[src/verilog/cbt_pkg.sv]
// Shared constants and types for the coherent bus master port
package cbt_pkg;
    localparam int          DATA_W      = 64;
    localparam int          BURST_BEATS = 4;          // 32-byte burst of 8-byte doublewords
    localparam logic [2:0]  BEAT_MAX    = 3'h3;
    localparam logic [1:0]  ACK_NONE    = 2'h0;
    localparam logic [1:0]  ACK_READY   = 2'h1;
    localparam logic [1:0]  ACK_RETRY   = 2'h2;
    localparam logic [1:0]  ACK_RELINQ  = 2'h3;
    localparam logic [3:0]  SNOOP_FAST  = 4'h2;       // Shared/inhibit sample cycle A+2
    localparam logic [3:0]  SNOOP_SLOW  = 4'h7;       // Slow option A+7
    localparam logic [3:0]  SYNC_LAT    = 4'h2;       // Pin to decoded acknowledgment delay
    localparam logic [1:0]  RESULT_OK   = 2'h0;
    localparam logic [1:0]  RESULT_ERR  = 2'h1;
    localparam logic [1:0]  RESULT_ABRT = 2'h2;

    typedef enum logic [1:0] {
        CBT_ERR_NONE,
        CBT_ERR_UNCORR,
        CBT_ERR_FIRST,
        CBT_ERR_SECOND
    } cbt_err_t;
endpackage

[src/verilog/cbt_ack_if.sv]
// Decoded acknowledgment bundle passed from the decoder to the master core
`timescale 1ns/1ps
interface cbt_ack_if;
    logic ready;
    logic retry;
    logic relinquish;
    logic error;
    logic shared;
    logic inhibit;
    logic grant;
    modport dec  (output ready, output retry, output relinquish, output error,
                  output shared, output inhibit, output grant);
    modport core (input ready, input retry, input relinquish, input error,
                  input shared, input inhibit, input grant);
endinterface

[src/verilog/cbt_master.sv]
// Bus master port: arbitration, address strobe, burst data, retry and abort
`timescale 1ns/1ps
// How it works
// - Next doubleword is driven two cycles after ready is seen.
// - Relinquish-and-retry: drop bus, rerequest, reissue same operation.
// - Plain retry keeps bus busy asserted and reissues without arbitration.
// - At least one idle cycle after any retry before the next strobe.
// - Any error acknowledgment aborts the transaction at once, any beat.
// - No grant after reset; request and wait for grant first.
// - Request is dropped as soon as the grant is received.
// - Locked sequences hold bus busy until an operation issued without lock completes, read or write, or any operation ends in error or relinquish.
module cbt_master #(
    parameter int DATA_W = cbt_pkg::DATA_W
) (
    // Clock and reset
    input  wire logic              clock,
    input  wire logic              rstn,
    // User command port
    input  wire logic              cmd_valid,
    output logic                   cmd_ready,
    input  wire logic              cmd_write,
    input  wire logic              cmd_burst,
    input  wire logic              cmd_lock,
    input  wire logic              snoop_slow,
    input  wire logic [DATA_W-1:0] cmd_addr,
    input  wire logic [DATA_W-1:0] wr_data,
    input  wire logic [1:0]        wr_beat_idx_unused,
    output logic [1:0]             wr_beat,
    output logic                   rd_valid,
    output logic [DATA_W-1:0]      rd_data,
    output logic                   done,
    output logic [1:0]             done_result,
    output logic                   done_shared,
    // Bus pins; request, busy and strobe outputs active low, output enables active high
    output logic                   bus_request_n,
    output logic                   bus_busy_n,
    output logic                   bus_busy_oe,
    output logic                   addr_strobe_n,
    output logic                   addr_strobe_oe,
    output logic [DATA_W-1:0]      mux_addr_data_o,
    output logic                   mux_addr_data_oe,
    input  wire logic [DATA_W-1:0] mux_addr_data_i,
    input  wire logic              ready_ack_n,
    input  wire logic              retry_ack_n,
    input  wire logic              error_ack_n,
    input  wire logic              shared_snoop_n,
    input  wire logic              inhibit_snoop_n,
    input  wire logic              bus_grant_n
);
    typedef enum logic [2:0] {
        CBT_IDLE, CBT_REQ, CBT_ADDR, CBT_DATA, CBT_DEAD, CBT_HOLD
    } cbt_fsm_t;

    typedef struct packed {
        cbt_fsm_t          fsm;
        logic              req;
        logic              busy;
        logic              strobe;
        logic              drive;
        logic [DATA_W-1:0] bus_out;
        logic [DATA_W-1:0] addr;
        logic              write;
        logic              burst;
        logic              lock;
        logic              slow;
        logic              locked_hold;
        logic [2:0]        beat;
        logic [3:0]        acyc;
        logic              shared;
        logic              rd_valid;
        logic [DATA_W-1:0] rd_data;
        logic              done;
        logic [1:0]        result;
    } cbt_master_t;

    cbt_master_t state;
    cbt_master_t next_state;
    cbt_ack_if   ack ();
    logic [DATA_W-1:0] din_meta;
    logic [DATA_W-1:0] din;

    // Acknowledgment pins pass two flops before use
    cbt_ack_sync u_sync (
        .clock           (clock),
        .rstn            (rstn),
        .ready_ack_n     (ready_ack_n),
        .retry_ack_n     (retry_ack_n),
        .error_ack_n     (error_ack_n),
        .shared_snoop_n  (shared_snoop_n),
        .inhibit_snoop_n (inhibit_snoop_n),
        .bus_grant_n     (bus_grant_n),
        .ack             (ack)
    );

    // Read data aligned with the synchronised acknowledgments
    always_ff @(posedge clock or negedge rstn) begin
        if (!rstn) begin
            din_meta <= '0;
            din      <= '0;
        end else begin
            din_meta <= mux_addr_data_i;
            din      <= din_meta;
        end
    end

    // Main sequencer
    always_comb begin
        next_state          = state;
        next_state.done     = 1'b0;
        next_state.rd_valid = 1'b0;
        next_state.strobe   = 1'b0;
        if (state.acyc != 4'hf) begin
            next_state.acyc = state.acyc + 4'h1;
        end
        case (state.fsm)
            CBT_IDLE: begin
                if (state.locked_hold) begin
                    next_state.busy = 1'b1;
                end else begin
                    next_state.busy  = 1'b0;
                    next_state.drive = 1'b0;
                end
                if (cmd_valid) begin
                    next_state.addr  = cmd_addr;
                    next_state.write = cmd_write;
                    next_state.burst = cmd_burst;
                    next_state.lock  = cmd_lock;
                    next_state.slow  = snoop_slow;
                    if (state.locked_hold) begin
                        next_state.fsm = CBT_ADDR;
                    end else begin
                        next_state.req = 1'b1;
                        next_state.fsm = CBT_REQ;
                    end
                end
            end
            CBT_REQ: begin
                if (ack.grant) begin
                    next_state.req = 1'b0;
                    next_state.fsm = CBT_ADDR;
                end
            end
            CBT_ADDR: begin
                // Address cycle: strobe, busy and address on the muxed lines
                next_state.busy    = 1'b1;
                next_state.strobe  = 1'b1;
                next_state.drive   = 1'b1;
                next_state.bus_out = state.addr;
                next_state.beat    = 3'h0;
                next_state.acyc    = 4'h0;
                next_state.shared  = 1'b0;
                next_state.fsm     = CBT_DATA;
            end
            CBT_DATA: begin
                if (state.write) begin
                    next_state.bus_out = wr_data;
                end else begin
                    next_state.drive = 1'b0;
                end
                // The synchroniser shows the pin two cycles late, so A+2 is judged at count four
                if (state.acyc == (state.slow ? cbt_pkg::SNOOP_SLOW : cbt_pkg::SNOOP_FAST) + cbt_pkg::SYNC_LAT
                        && ack.shared) begin
                    next_state.shared = 1'b1;
                end
                if (ack.error) begin
                    next_state.drive       = 1'b0;
                    next_state.result      = cbt_pkg::RESULT_ERR;
                    next_state.done        = 1'b1;
                    next_state.locked_hold = 1'b0;
                    next_state.fsm         = CBT_IDLE;
                end else if (ack.relinquish) begin
                    next_state.drive       = 1'b0;
                    next_state.busy        = 1'b0;
                    next_state.locked_hold = 1'b0;
                    next_state.fsm         = CBT_HOLD;
                end else if (ack.retry) begin
                    next_state.drive = 1'b0;
                    next_state.fsm   = CBT_DEAD;
                end else if (ack.ready) begin
                    if (!state.write) begin
                        next_state.rd_valid = 1'b1;
                        next_state.rd_data  = din;
                    end
                    next_state.beat = state.beat + 3'h1;
                    if (!state.burst || state.beat == cbt_pkg::BEAT_MAX) begin
                        next_state.drive       = 1'b0;
                        next_state.result      = cbt_pkg::RESULT_OK;
                        next_state.done        = 1'b1;
                        next_state.locked_hold = state.lock;
                        next_state.fsm         = CBT_IDLE;
                    end
                end
                // No ready means wait state: keep data on the lines
            end
            CBT_DEAD: begin
                // One idle cycle with busy held before reissue
                next_state.busy = 1'b1;
                next_state.fsm  = CBT_ADDR;
            end
            CBT_HOLD: begin
                // Bus released; rearbitrate then reissue the same operation
                next_state.req = 1'b1;
                next_state.fsm = CBT_REQ;
            end
            default: begin
                next_state.fsm = CBT_IDLE;
            end
        endcase
    end

    always_ff @(posedge clock or negedge rstn) begin
        if (!rstn) begin
            state     <= '0;
            state.fsm <= CBT_IDLE;
        end else begin
            state <= next_state;
        end
    end

    // Outputs
    assign cmd_ready        = (state.fsm == CBT_IDLE);
    assign wr_beat          = state.beat[1:0];
    assign rd_valid         = state.rd_valid;
    assign rd_data          = state.rd_data;
    assign done             = state.done;
    assign done_result      = state.result;
    assign done_shared      = state.shared;
    assign bus_request_n    = !state.req;
    assign bus_busy_n       = !state.busy;
    assign bus_busy_oe      = state.busy;
    assign addr_strobe_n    = !state.strobe;
    assign addr_strobe_oe   = state.busy;
    assign mux_addr_data_o  = state.bus_out;
    assign mux_addr_data_oe = state.drive;
endmodule

[src/verilog/cbt_ack_sync.sv]
// Two-flop synchroniser and decoder for the bus acknowledgment pins
`timescale 1ns/1ps
module cbt_ack_sync (
    // Clock and reset
    input  wire logic       clock,
    input  wire logic       rstn,
    // Raw bus pins, active low
    input  wire logic       ready_ack_n,
    input  wire logic       retry_ack_n,
    input  wire logic       error_ack_n,
    input  wire logic       shared_snoop_n,
    input  wire logic       inhibit_snoop_n,
    input  wire logic       bus_grant_n,
    // Decoded, active high
    cbt_ack_if.dec          ack
);
    typedef struct packed {
        logic [5:0] meta;
        logic [5:0] sync;
    } cbt_sync_t;

    cbt_sync_t state;
    cbt_sync_t next_state;

    // First stage feeds only the second stage
    always_comb begin
        next_state      = state;
        next_state.meta = ~{ready_ack_n, retry_ack_n, error_ack_n,
                            shared_snoop_n, inhibit_snoop_n, bus_grant_n};
        next_state.sync = state.meta;
    end

    always_ff @(posedge clock or negedge rstn) begin
        if (!rstn) begin
            state <= '0;
        end else begin
            state <= next_state;
        end
    end

    // Encoding: ready+retry both low means relinquish-and-retry; error alone
    // or with ready/retry maps the three error kinds, all treated as abort
    assign ack.error      = state.sync[3];
    assign ack.relinquish = !state.sync[3] && state.sync[5] && state.sync[4];
    assign ack.ready      = !state.sync[3] && state.sync[5] && !state.sync[4];
    assign ack.retry      = !state.sync[3] && !state.sync[5] && state.sync[4];
    assign ack.shared     = state.sync[2];
    assign ack.inhibit    = state.sync[1];
    assign ack.grant      = state.sync[0];
endmodule

[config.mk]
export PLATFORM = sky130hd
export DESIGN_NAME = cbt_master
export DESIGN_NICKNAME = d
export VERILOG_FILES = /design/src/verilog/cbt_pkg.sv /design/src/verilog/cbt_ack_if.sv /design/src/verilog/cbt_master.sv /design/src/verilog/cbt_ack_sync.sv
export SDC_FILE = /design/constraint.sdc
export NUM_CORES = 1
export LEC_CHECK = 0
export BUFFER_PORTS_ARGS = -buffer_cell sky130_fd_sc_hd__buf_4
export CAP_MARGIN = 30
export CORE_UTILIZATION = 48
export DETAILED_ROUTE_END_ITERATION = 10
export PLACE_DENSITY = 0.87
export SLEW_MARGIN = 10
export SYNTH_ARGS = -nofsm -noshare
export SYNTH_HDL_FRONTEND = slang
export SYNTH_SLANG_ARGS = --single-unit
export TNS_END_PERCENT = 30
[constraint.sdc]
create_clock -name clock -period 2 [get_ports clock]
set_clock_uncertainty 0.05 [all_clocks]
set_input_delay 0.6 -clock clock [delete_from_list [all_inputs] [get_ports clock]]
set_output_delay 0.6 -clock clock [all_outputs]
set_load 0.005 [all_outputs]
### Yosys cells after proc, flatten, opt, wreduce, memory -nomap -nowiden

Cells that the tools add are included.

* logic and storage cells: 137
* input bits: 207
* flip-flop bits (word level): 356
* output and inout port bits: 142

* add/subtract/negate cells: 3
* bitwise logic cells: 5
* reductions and logical operators: 36
* equal/unequal tests: 23
* muxes and demuxes: 47

Operators by type and width (count)
* $mux W68: 4
* $mux W65: 2
* $pmux W64 S2: 1
* $mux W64: 1
* $mux W3: 10
* $mux W4: 6
* $ne A2 B2 Y1 const B: 9
* $pmux W3 S6: 1
* $mux W1: 16
* $reduce_bool A3 Y1: 5
* $reduce_and A4 Y1: 3
* $ne A5 B4 Y1 const B: 2
* $reduce_and A5 Y1: 2
* $eq A3 B2 Y1 const B: 3
* $pmux W1 S3: 3
* $reduce_and A2 Y1: 4
* $reduce_bool A2 Y1: 4
* $logic_not A1 Y1: 7
* $eq A3 B3 Y1 const B: 2
* $logic_and A1 B1 Y1: 6
* $ne A2 B1 Y1 const B: 3
* $not A6 Y6: 1
* $pmux W3 S2: 1
* $reduce_and A6 Y1: 1
* 14 further kinds: 17

### Logic depth before layout (Yosys ltp)

Gate-level depths: netlist (run 1).

* word-level depth: 8
* mapped depth: 8
* gate-level depth less buffers: 6

### Hierarchy

A second synthesis (run 1) with hierarchy kept.

* cells, all modules: 949
* area total of the unflattened synthesis: 13544.2 um2

Modules (own cells, without submodules)
* cbt_master: times used 1, sequential area each 8583.2 um2, area an instance 13196.4 um2, cells an instance 928
* cbt_ack_sync: times used 1, sequential area each 300.3 um2, area an instance 347.8 um2, cells an instance 21

### Least setup slack after synthesis (run 1)

No wires, ideal clock.

* path type: register to register
* start point: register state[215] (netlist bit)
* end point: register state, in the netlist rd_data[14]
* period minus slack after synthesis: 2007 ps
* stages on the path, launching flop included: 8
* data arrival time: 1832 ps
* buffers on the path: 3
* path slack: -7 ps
* cells stage by stage: dfrtp_1 nand2b_1 buf_2 or4_4 nor2_4 buf_8 buf_12 mux2_4

* longest elaborated chain between the ends: 2

Ends and longest elaborated chain
* from (decl): line cbt_master.sv:76 `cbt_master_t state;`
* from (signal assigned): line cbt_master.sv:216 `state <= next_state;`
* $eq A3 B2 Y1: line cbt_master.sv:115 `case (state.fsm)`
* $reduce_and A6 Y1 (no source line)

Every way passes these cells.
A chain may end at the register's enable or synchronous reset.

### Worst setup path in the final report (run 1)

* start point: register state[214] (netlist bit)
* end point: output port cmd_ready

* longest elaborated chain between the ends: 1

Ends and longest elaborated chain
* $logic_not A3 Y1: line cbt_master.sv:221 `assign cmd_ready = (state.fsm == CBT_IDLE);`
* to (decl): line cbt_master.sv:20 `output logic cmd_ready,`

Every way passes these cells.

==> results of run 1 <==
[timing repair]
action                     in CTS  in global routing
pin swaps                       2                  2
setup endpoints to repair       3                 41
resized for setup               5                  1
hold buffers                    1                  0
cloned                          0                  1
hold endpoints to repair       28                  0
setup buffers                   3                  2
[logic make-up (layout without fill, tap and decap cells)]
| family | count (synthesis) | after routing | synth area share, % |
|---|---|---|---|
| flops | 353 | 353 | 65.3 |
| mux | 197 | 197 | 17.2 |
| buf+inv | 190 | 473 | 9.89 |
| simple gates | 103 | 103 | 3.39 |
| compound gates | 98 | 98 | 3.87 |
| fa+ha+maj | 3 | 3 | 0.278 |
| other cells | 1 | 1 | 0.0277 |
| xor+xnor | 1 | 1 | 0.0648 |
[cell usage after synthesis]
library cell | n | area share (%)
sky130_fd_sc_hd__a31oi_1 | 1 | 0.046
sky130_fd_sc_hd__ha_1 | 3 | 0.28
sky130_fd_sc_hd__nand2_1 | 70 | 1.9
sky130_fd_sc_hd__nand4b_1 | 1 | 0.065
sky130_fd_sc_hd__o41ai_1 | 1 | 0.065
sky130_fd_sc_hd__inv_1 | 15 | 0.42
sky130_fd_sc_hd__o22ai_1 | 3 | 0.14
sky130_fd_sc_hd__o31ai_1 | 1 | 0.056
sky130_fd_sc_hd__a22oi_1 | 2 | 0.11
sky130_fd_sc_hd__or4_4 | 1 | 0.083
sky130_fd_sc_hd__nand2b_1 | 3 | 0.14
sky130_fd_sc_hd__o21ai_0 | 75 | 2.8
sky130_fd_sc_hd__a222oi_1 | 1 | 0.074
sky130_fd_sc_hd__nor3b_1 | 2 | 0.11
sky130_fd_sc_hd__mux2_4 | 49 | 5.4
sky130_fd_sc_hd__mux2i_1 | 65 | 4.8
sky130_fd_sc_hd__a211oi_1 | 1 | 0.056
sky130_fd_sc_hd__clkbuf_1 | 16 | 0.44
sky130_fd_sc_hd__o311ai_0 | 1 | 0.065
sky130_fd_sc_hd__and2_1 | 1 | 0.046
sky130_fd_sc_hd__a21oi_1 | 11 | 0.41
sky130_fd_sc_hd__xnor2_1 | 1 | 0.065
sky130_fd_sc_hd__dfrtp_1 | 353 | 65
sky130_fd_sc_hd__nor2b_1 | 1 | 0.046
sky130_fd_sc_hd__buf_4 | 136 | 7.5
sky130_fd_sc_hd__nor4b_1 | 1 | 0.065
sky130_fd_sc_hd__or3_1 | 1 | 0.046
sky130_fd_sc_hd__nand3_1 | 2 | 0.074
sky130_fd_sc_hd__or3b_2 | 1 | 0.065
sky130_fd_sc_hd__nand3b_1 | 2 | 0.11
sky130_fd_sc_hd__conb_1 | 1 | 0.028
sky130_fd_sc_hd__mux2_2 | 83 | 6.9
sky130_fd_sc_hd__buf_2 | 17 | 0.63
sky130_fd_sc_hd__nor2_1 | 10 | 0.28
sky130_fd_sc_hd__buf_8 | 1 | 0.11
sky130_fd_sc_hd__nor3_1 | 5 | 0.19
sky130_fd_sc_hd__o32a_1 | 1 | 0.074
sky130_fd_sc_hd__and3_1 | 1 | 0.046
sky130_fd_sc_hd__nor2_4 | 1 | 0.083
sky130_fd_sc_hd__buf_12 | 5 | 0.74
[layout make-up]
type / count / area share [%]
flip-flops and latches: 353 / 51.4
multi-input cells: 403 / 19.7
repair buffers: 393 / 18.4
clock buffers: 59 / 6.64
well taps: 378 / 2.75
clock inverters: 6 / 0.678
inverters: 15 / 0.328
[path summary, 6_finish.rpt]
kind | from | to | slack, ns
worst max-delay path | state[214] | cmd_ready | -0.04
worst min-delay path | mux_addr_data_i[2] | din_meta[2] | 0.15
worst max register to register | state[214] | rd_data[0] | -0.01
worst min register to register | u_sync.next_state[0] | u_sync.ack.grant | 0.29
max in group asynchronous | rstn | mux_addr_data_o[38] | 0.60
min in group asynchronous | rstn | din[40] | 0.56
[report_power, final]
part,internal [mW],switching [mW]
registers,9.33,1.33
logic,4.60,3.49
clock network,4.29,2.65
total,18.2,7.47
[metal layers]
layer	track usage, %	vias to the layer above	part of all wire [%]
met4	5.91	0	2.1
met3	6.14	52	7.6
met5	0	-	0
met2	35.8	287	52
met1	24.3	3984	39
li1	-	3562	-
[flip-flops by register name, indices dropped and copies added, names as in the netlist]
signal	cells
done_shared	1
rd_valid	1
mux_addr_data_oe	1
mux_addr_data_o	64
wr_beat	2
u_sync.ack.grant	1
u_sync.ack.error	1
done_result	1
rd_data	64
state	79
addr_strobe_oe	1
u_sync.ack.shared	1
u_sync.state	2
din	64
u_sync.next_state	5
din_meta	64
done	1
[stage by stage]
stage / setup TNS [ns] / power (mW) / area (sq um) / utilization (%)
floorplan: 0 / 16.1 / 13500 / -
global placement: 0 / 18.1 / 15800 / 57.0
detailed placement: -0.00609 / 18.7 / 15800 / 57.0
CTS: -0.0378 / 25.8 / 17100 / 61.7
global route: -0.701 / 27.1 / 17200 / 61.8
finish: -0.0485 / 25.7 / 17200 / 61.8
[cell usage in the layout, fill, tap and decap left out, drive strengths merged, types with 2 or more instances in the layout]
master,instances
buf,391
dfrtp,353
mux2,132
o21ai,75
nand2,70
mux2i,65
clkbuf,60
inv,15
a21oi,11
nor2,11
nor3,5
nand2b,3
o22ai,3
ha,3
bufinv,3
clkinv,3
nand3b,2
a22oi,2
nand3,2
nor3b,2
==> impl_metrics.json, run 1 <==
{
  "status": "finished with violations",
  "violations": "negative setup slack",
  "pwr_density_cell_nw_per_um2": 1500,
  "htreeDepth": 2,
  "period_share_pct": 102,
  "die_w_um": 170,
  "critPathBufInv": 2,
  "number_of_global_route_vias_before_repair": 8455,
  "path_cells": "buf_6 -> nor3_4 -> buf_4",
  "rsz_0062_raised_after_global_routing": "true",
  "critPathTopFamily": "flip-flops",
  "i_o_buffers": 344,
  "yosysUniqueCellTypes": 40,
  "cts_max_path_buffers": 3,
  "timing.final.ws_setup_ns": -0.0392,
  "number_of_filler_cells_placed_in_the_layout": 2048,
  "power.leakage_nw": 8.20,
  "r2r.worst_path.cells": 7,
  "crit_path_start_kind": "flop",
  "worst_slew_pin_tran_ns": 0.484,
  "clock_sink_count": 353,
  "initial_cell_density_of_the_core_pct": 48.7,
  "area.sequential_sq_um": 8830,
  "worst_hold_path.num_cells": 1,
  "cp_data_arrival_time_ns": 1.39,
  "worst_setup_hold_path_clk_slew_ns": 0.06,
  "numnets_final": 1413,
  "worst-path-max-fanout": 2,
  "gr-usage-all-layers_pct": 20.5,
  "detailedPlace.worstSlack_ns": -0.00609,
  "setup_viol": 2,
  "detailroute.via_count": 7885,
  "place_congestion": 0.823,
  "synth-seq-area-share_pct": 65.3,
  "fin_crit_ns": 2.04,
  "syn-cell-area_sq_um": 13500,
  "slowest_stage": "sky130_fd_sc_hd__dfrtp_1",
  "vdd.ir_drop.worst_mv": 0.899,
  "grt_antenna_before_repair": 0,
  "holdWs_ns": 0.145,
  "yosys_register_bits": 353,
  "synth_cells": 946,
  "synth_nets": 1156,
  "grt_pass1_wl_um": 45500,
  "drc": 0,
  "finalNonFillerCells": 1607,
  "detail_route.iter0.violations": 406,
  "crit_cells": 3,
  "vias_per_instance": 4.91,
  "category_of_the_most_critical_setup_path": "flop to primary output",
  "gr-total-overflow": 0,
  "synth.avg_cell_area_sq_um": 14.3,
  "antenna-diode-count": 0,
  "detailedPlacementHpwl_um": 21300,
  "place_inst": 1536,
  "num_rows": 61,
  "timing.max_cap.violations": 0,
  "numCtsBuffers": 37,
  "final_antenna_net_count": 0,
  "die_area_sq_um": 28800,
  "slew_headroom_pct": 67.3,
  "finalHoldViolCount": 0,
  "clock.fmax_mhz": 490,
  "finalMaxSlewViolations": 0,
  "top_level_ports": 349,
  "critical_path_end_type": "primary output",
  "clock_insertion_delay_worst_skew_ns": 0.50,
  "areaGrowthSynthToFinish_pct": 27.0,
  "routedWlPerCell_um": 18.8,
  "hold_class": "primary input to flop",
  "multiInputGateArea_sq_um": 3380,
  "grt_max_degree": 90,
  "core_sq_um": 27800,
  "drive_gt1_share_pct": 47.7,
  "yosysWarningCount": 0,
  "cts_tree": "built",
  "detail_route.first_pass.iterations": 4,
  "cp.required_ns": 1.35,
  "clock_tree.root_cell": "sky130_fd_sc_hd__clkbuf_16",
  "chipHeight_um": 170,
  "routed_wirelength_um": 30200,
  "cpPeakStageDelay_ns": 0.39
}
Power figures use the tool's default switching activity.
==> inputs of run 2 (changes only) <==
--- a/config.mk
+++ b/config.mk
@@ -9,2 +9,3 @@
 export CAP_MARGIN = 30
+export CORE_MARGIN = 2
 export CORE_UTILIZATION = 48
==> constraint.sdc (replaced) <==
create_clock -name clock -period 2 [get_ports clock]
set_clock_uncertainty 0.05 [all_clocks]
set_input_delay 0.2 -clock clock [delete_from_list [all_inputs] [get_ports clock]]
set_output_delay 0.2 -clock clock [all_outputs]
set_load 0.005 [all_outputs]
==> run 2 against run 1 <==
Effect of this change: global-route usage grew 5.2 points; die area grew 2.4%; register-to-register slack gained 0.03 ns; maximum frequency grew 3.1%; the run ends with negative hold slack left; hold slack lost 0.15 ns; sequential share of layout area shrank 5.3 points; largest power group unchanged; count of clock-buffer cells in the layout shrank 2; critical path depth grew 3.
==> impl_metrics.json, run 2 (synthesis results as in run 1) <==
{
  "violations": "negative hold slack",
  "cell_internal_pwr_mw": 18.1,
  "finalMaxSlewViolations": 0,
  "detailroute.via_count": 9059,
  "cts_max_path_buffers": 3,
  "routedWlPerCell_um": 21.3,
  "clock.fmax_mhz": 506,
  "drc": 0,
  "area.sequential_sq_um": 8830,
  "combinational_fraction_of_design_power_pct": 33.5,
  "areaGrowthSynthToFinish_pct": 41.5,
  "htreeDepth": 2,
  "report.power.total_mw": 26.4,
  "switching_power_mw": 8.26,
  "num_rows": 61,
  "largest_reg_flops": 79,
  "finalHoldViolCount": 1,
  "final_common_cell": "sky130_fd_sc_hd__buf_4",
  "power.leakage_nw": 8.99,
  "gr-total-overflow": 0,
  "detailedPlacementHpwl_um": 21600,
  "status": "finished with violations",
  "pwr_density_cell_nw_per_um2": 1380,
  "postLayoutCellArea_sq_um": 19100,
  "detail_route.iter0.violations": 584,
  "crit_path_start_kind": "flop",
  "finalNonFillerCells": 1803,
  "cts_tree": "built",
  "holdWs_ns": -0.00442,
  "timing.max_cap.violations": 0,
  "detailedPlace.worstSlack_ns": -0.0260,
  "grt_antenna_before_repair": 0,
  "number_of_global_route_vias_before_repair": 10400,
  "chipHeight_um": 172,
  "gr-usage-all-layers_pct": 25.6,
  "detail_route.first_pass.iterations": 5,
  "vdd.ir_drop.worst_mv": 0.937,
  "numnets_final": 1609,
  "clock_sink_count": 353,
  "rsz_0062_raised_after_global_routing": "true",
  "p_clk_share_pct": 25.4,
  "setup_viol": 0,
  "timing.final.ws_setup_ns": 0.0220,
  "fin_crit_ns": 1.98,
  "clock_insertion_delay_worst_skew_ns": 0.52,
  "setup-tns-final_ns": 0,
  "numCtsBuffers": 37,
  "worst_slew_pin_tran_ns": 0.525,
  "place_area_sq_um": 15900,
  "routed_wirelength_um": 38400,
  "cp_data_arrival_time_ns": 2.33,
  "vias_per_instance": 5.02,
  "number_of_filler_cells_placed_in_the_layout": 1735,
  "die_w_um": 172,
  "critical_path_end_type": "flop",
  "multiInputGateArea_sq_um": 3390,
  "cpPeakStageDelay_ns": 0.44,
  "final_cell_mix": "sky130_fd_sc_hd__buf_4 (366), sky130_fd_sc_hd__dfrtp_1 (353), sky130_fd_sc_hd__dlygate4sd3_1 (199)",
  "place_inst": 1536,
  "clock_tree.root_cell": "sky130_fd_sc_hd__clkbuf_16",
  "core_sq_um": 27800,
  "switching_share_pct": 31.3,
  "final_antenna_net_count": 0,
  "share_seq_of_total_power_pct": 41.1,
  "cp.required_ns": 2.35,
  "period_share_pct": 98.9,
  "place_congestion": 0.802,
  "top_level_ports": 349,
  "grt_max_degree": 64,
  "path_cells": "nand2b_4 -> or4_4 -> nor2_4 -> buf_12 -> buf_16 -> mux2_2",
  "i_o_buffers": 344,
  "slew_headroom_pct": 64.9,
  "grt_pass1_wl_um": 57100,
  "initial_cell_density_of_the_core_pct": 48.7,
  "hold_class": "primary input to flop",
  "drive_gt1_share_pct": 40.9,
  "die_area_sq_um": 29500,
  "worst_setup_hold_path_clk_slew_ns": 0.06,
  "worst-path-max-fanout": 10,
  "regMostFlops": "state",
  "category_of_the_most_critical_setup_path": "flop to flop",
  "slowest_stage": "sky130_fd_sc_hd__or4_4"
}
-- run 2: cell type report --
| type | count | area share [%] |
|---|---|---|
| Timing Repair Buffer | 589 | 27.2 |
| Inverter | 15 | 0.294 |
| Clock buffer | 57 | 5.66 |
| Antenna cell | 2 | 0.0262 |
| Sequential cell | 353 | 46.2 |
| Multi-Input combinational cell | 403 | 17.7 |
| Tap cell | 378 | 2.47 |
| Clock inverter | 6 | 0.445 |
-- run 2: final timing paths --
path,from,endpoint,slack (ns),depth (start not counted)
worst min register to register,din_meta[5],din[5],0.30,0
worst min-delay path,wr_data[9],mux_addr_data_o[9],-0.004,3
max in group asynchronous,rstn,state[77],1.04,3
min in group asynchronous,rstn,din[17],0.14,2
worst max register to register,state[215],rd_data[3],0.02,6
worst max-delay path,state[215],rd_data[3],0.02,6
-- run 2: worst max-delay path, delay by kind of cell, from the launching register on --
family	cells	cell delay [ns]
flops	1	0.39
buf+inv	2	0.33
simple gates	3	0.74
mux	1	0.34
-- run 2: routing by layer --
layer | wire (um) | track usage, %
met5 | 0 | 0
met4 | 1580 | 11.7
met3 | 2600 | 6.44
met2 | 20200 | 46.6
met1 | 14100 | 28.2
-- run 2: power by group through the flow --
stage / combinational, mW / clock, mW / sequential (mW)
detailed placement: 8.10 / 0 / 10.7
global placement: 7.77 / 0 / 10.6
global route: 9.50 / 7.12 / 11.0
floorplan: 5.90 / 0 / 10.2
finish: 8.84 / 6.69 / 10.8
CTS: 8.54 / 6.73 / 10.7
-- run 2: what timing repair did --
| item | in CTS | in global routing |
|---|---|---|
| gates resized for setup | 5 | 5 |
| endpoints found under the setup margin | 8 | 89 |
| pin swaps | 1 | 0 |
| gates cloned | 2 | 1 |
| hold buffers | 199 | 0 |
| hold endpoints to repair | 536 | 0 |
| setup buffers | 2 | 0 |
-- run 2: stage by stage --
stage	util, %	hold slack, ns
after detailed placement	57.1	0.0940
after floorplan	-	-0.146
after global placement	57.1	0.0925
final	68.9	-0.00442
after CTS	68.9	0.00164
after global routing	68.9	0.0124
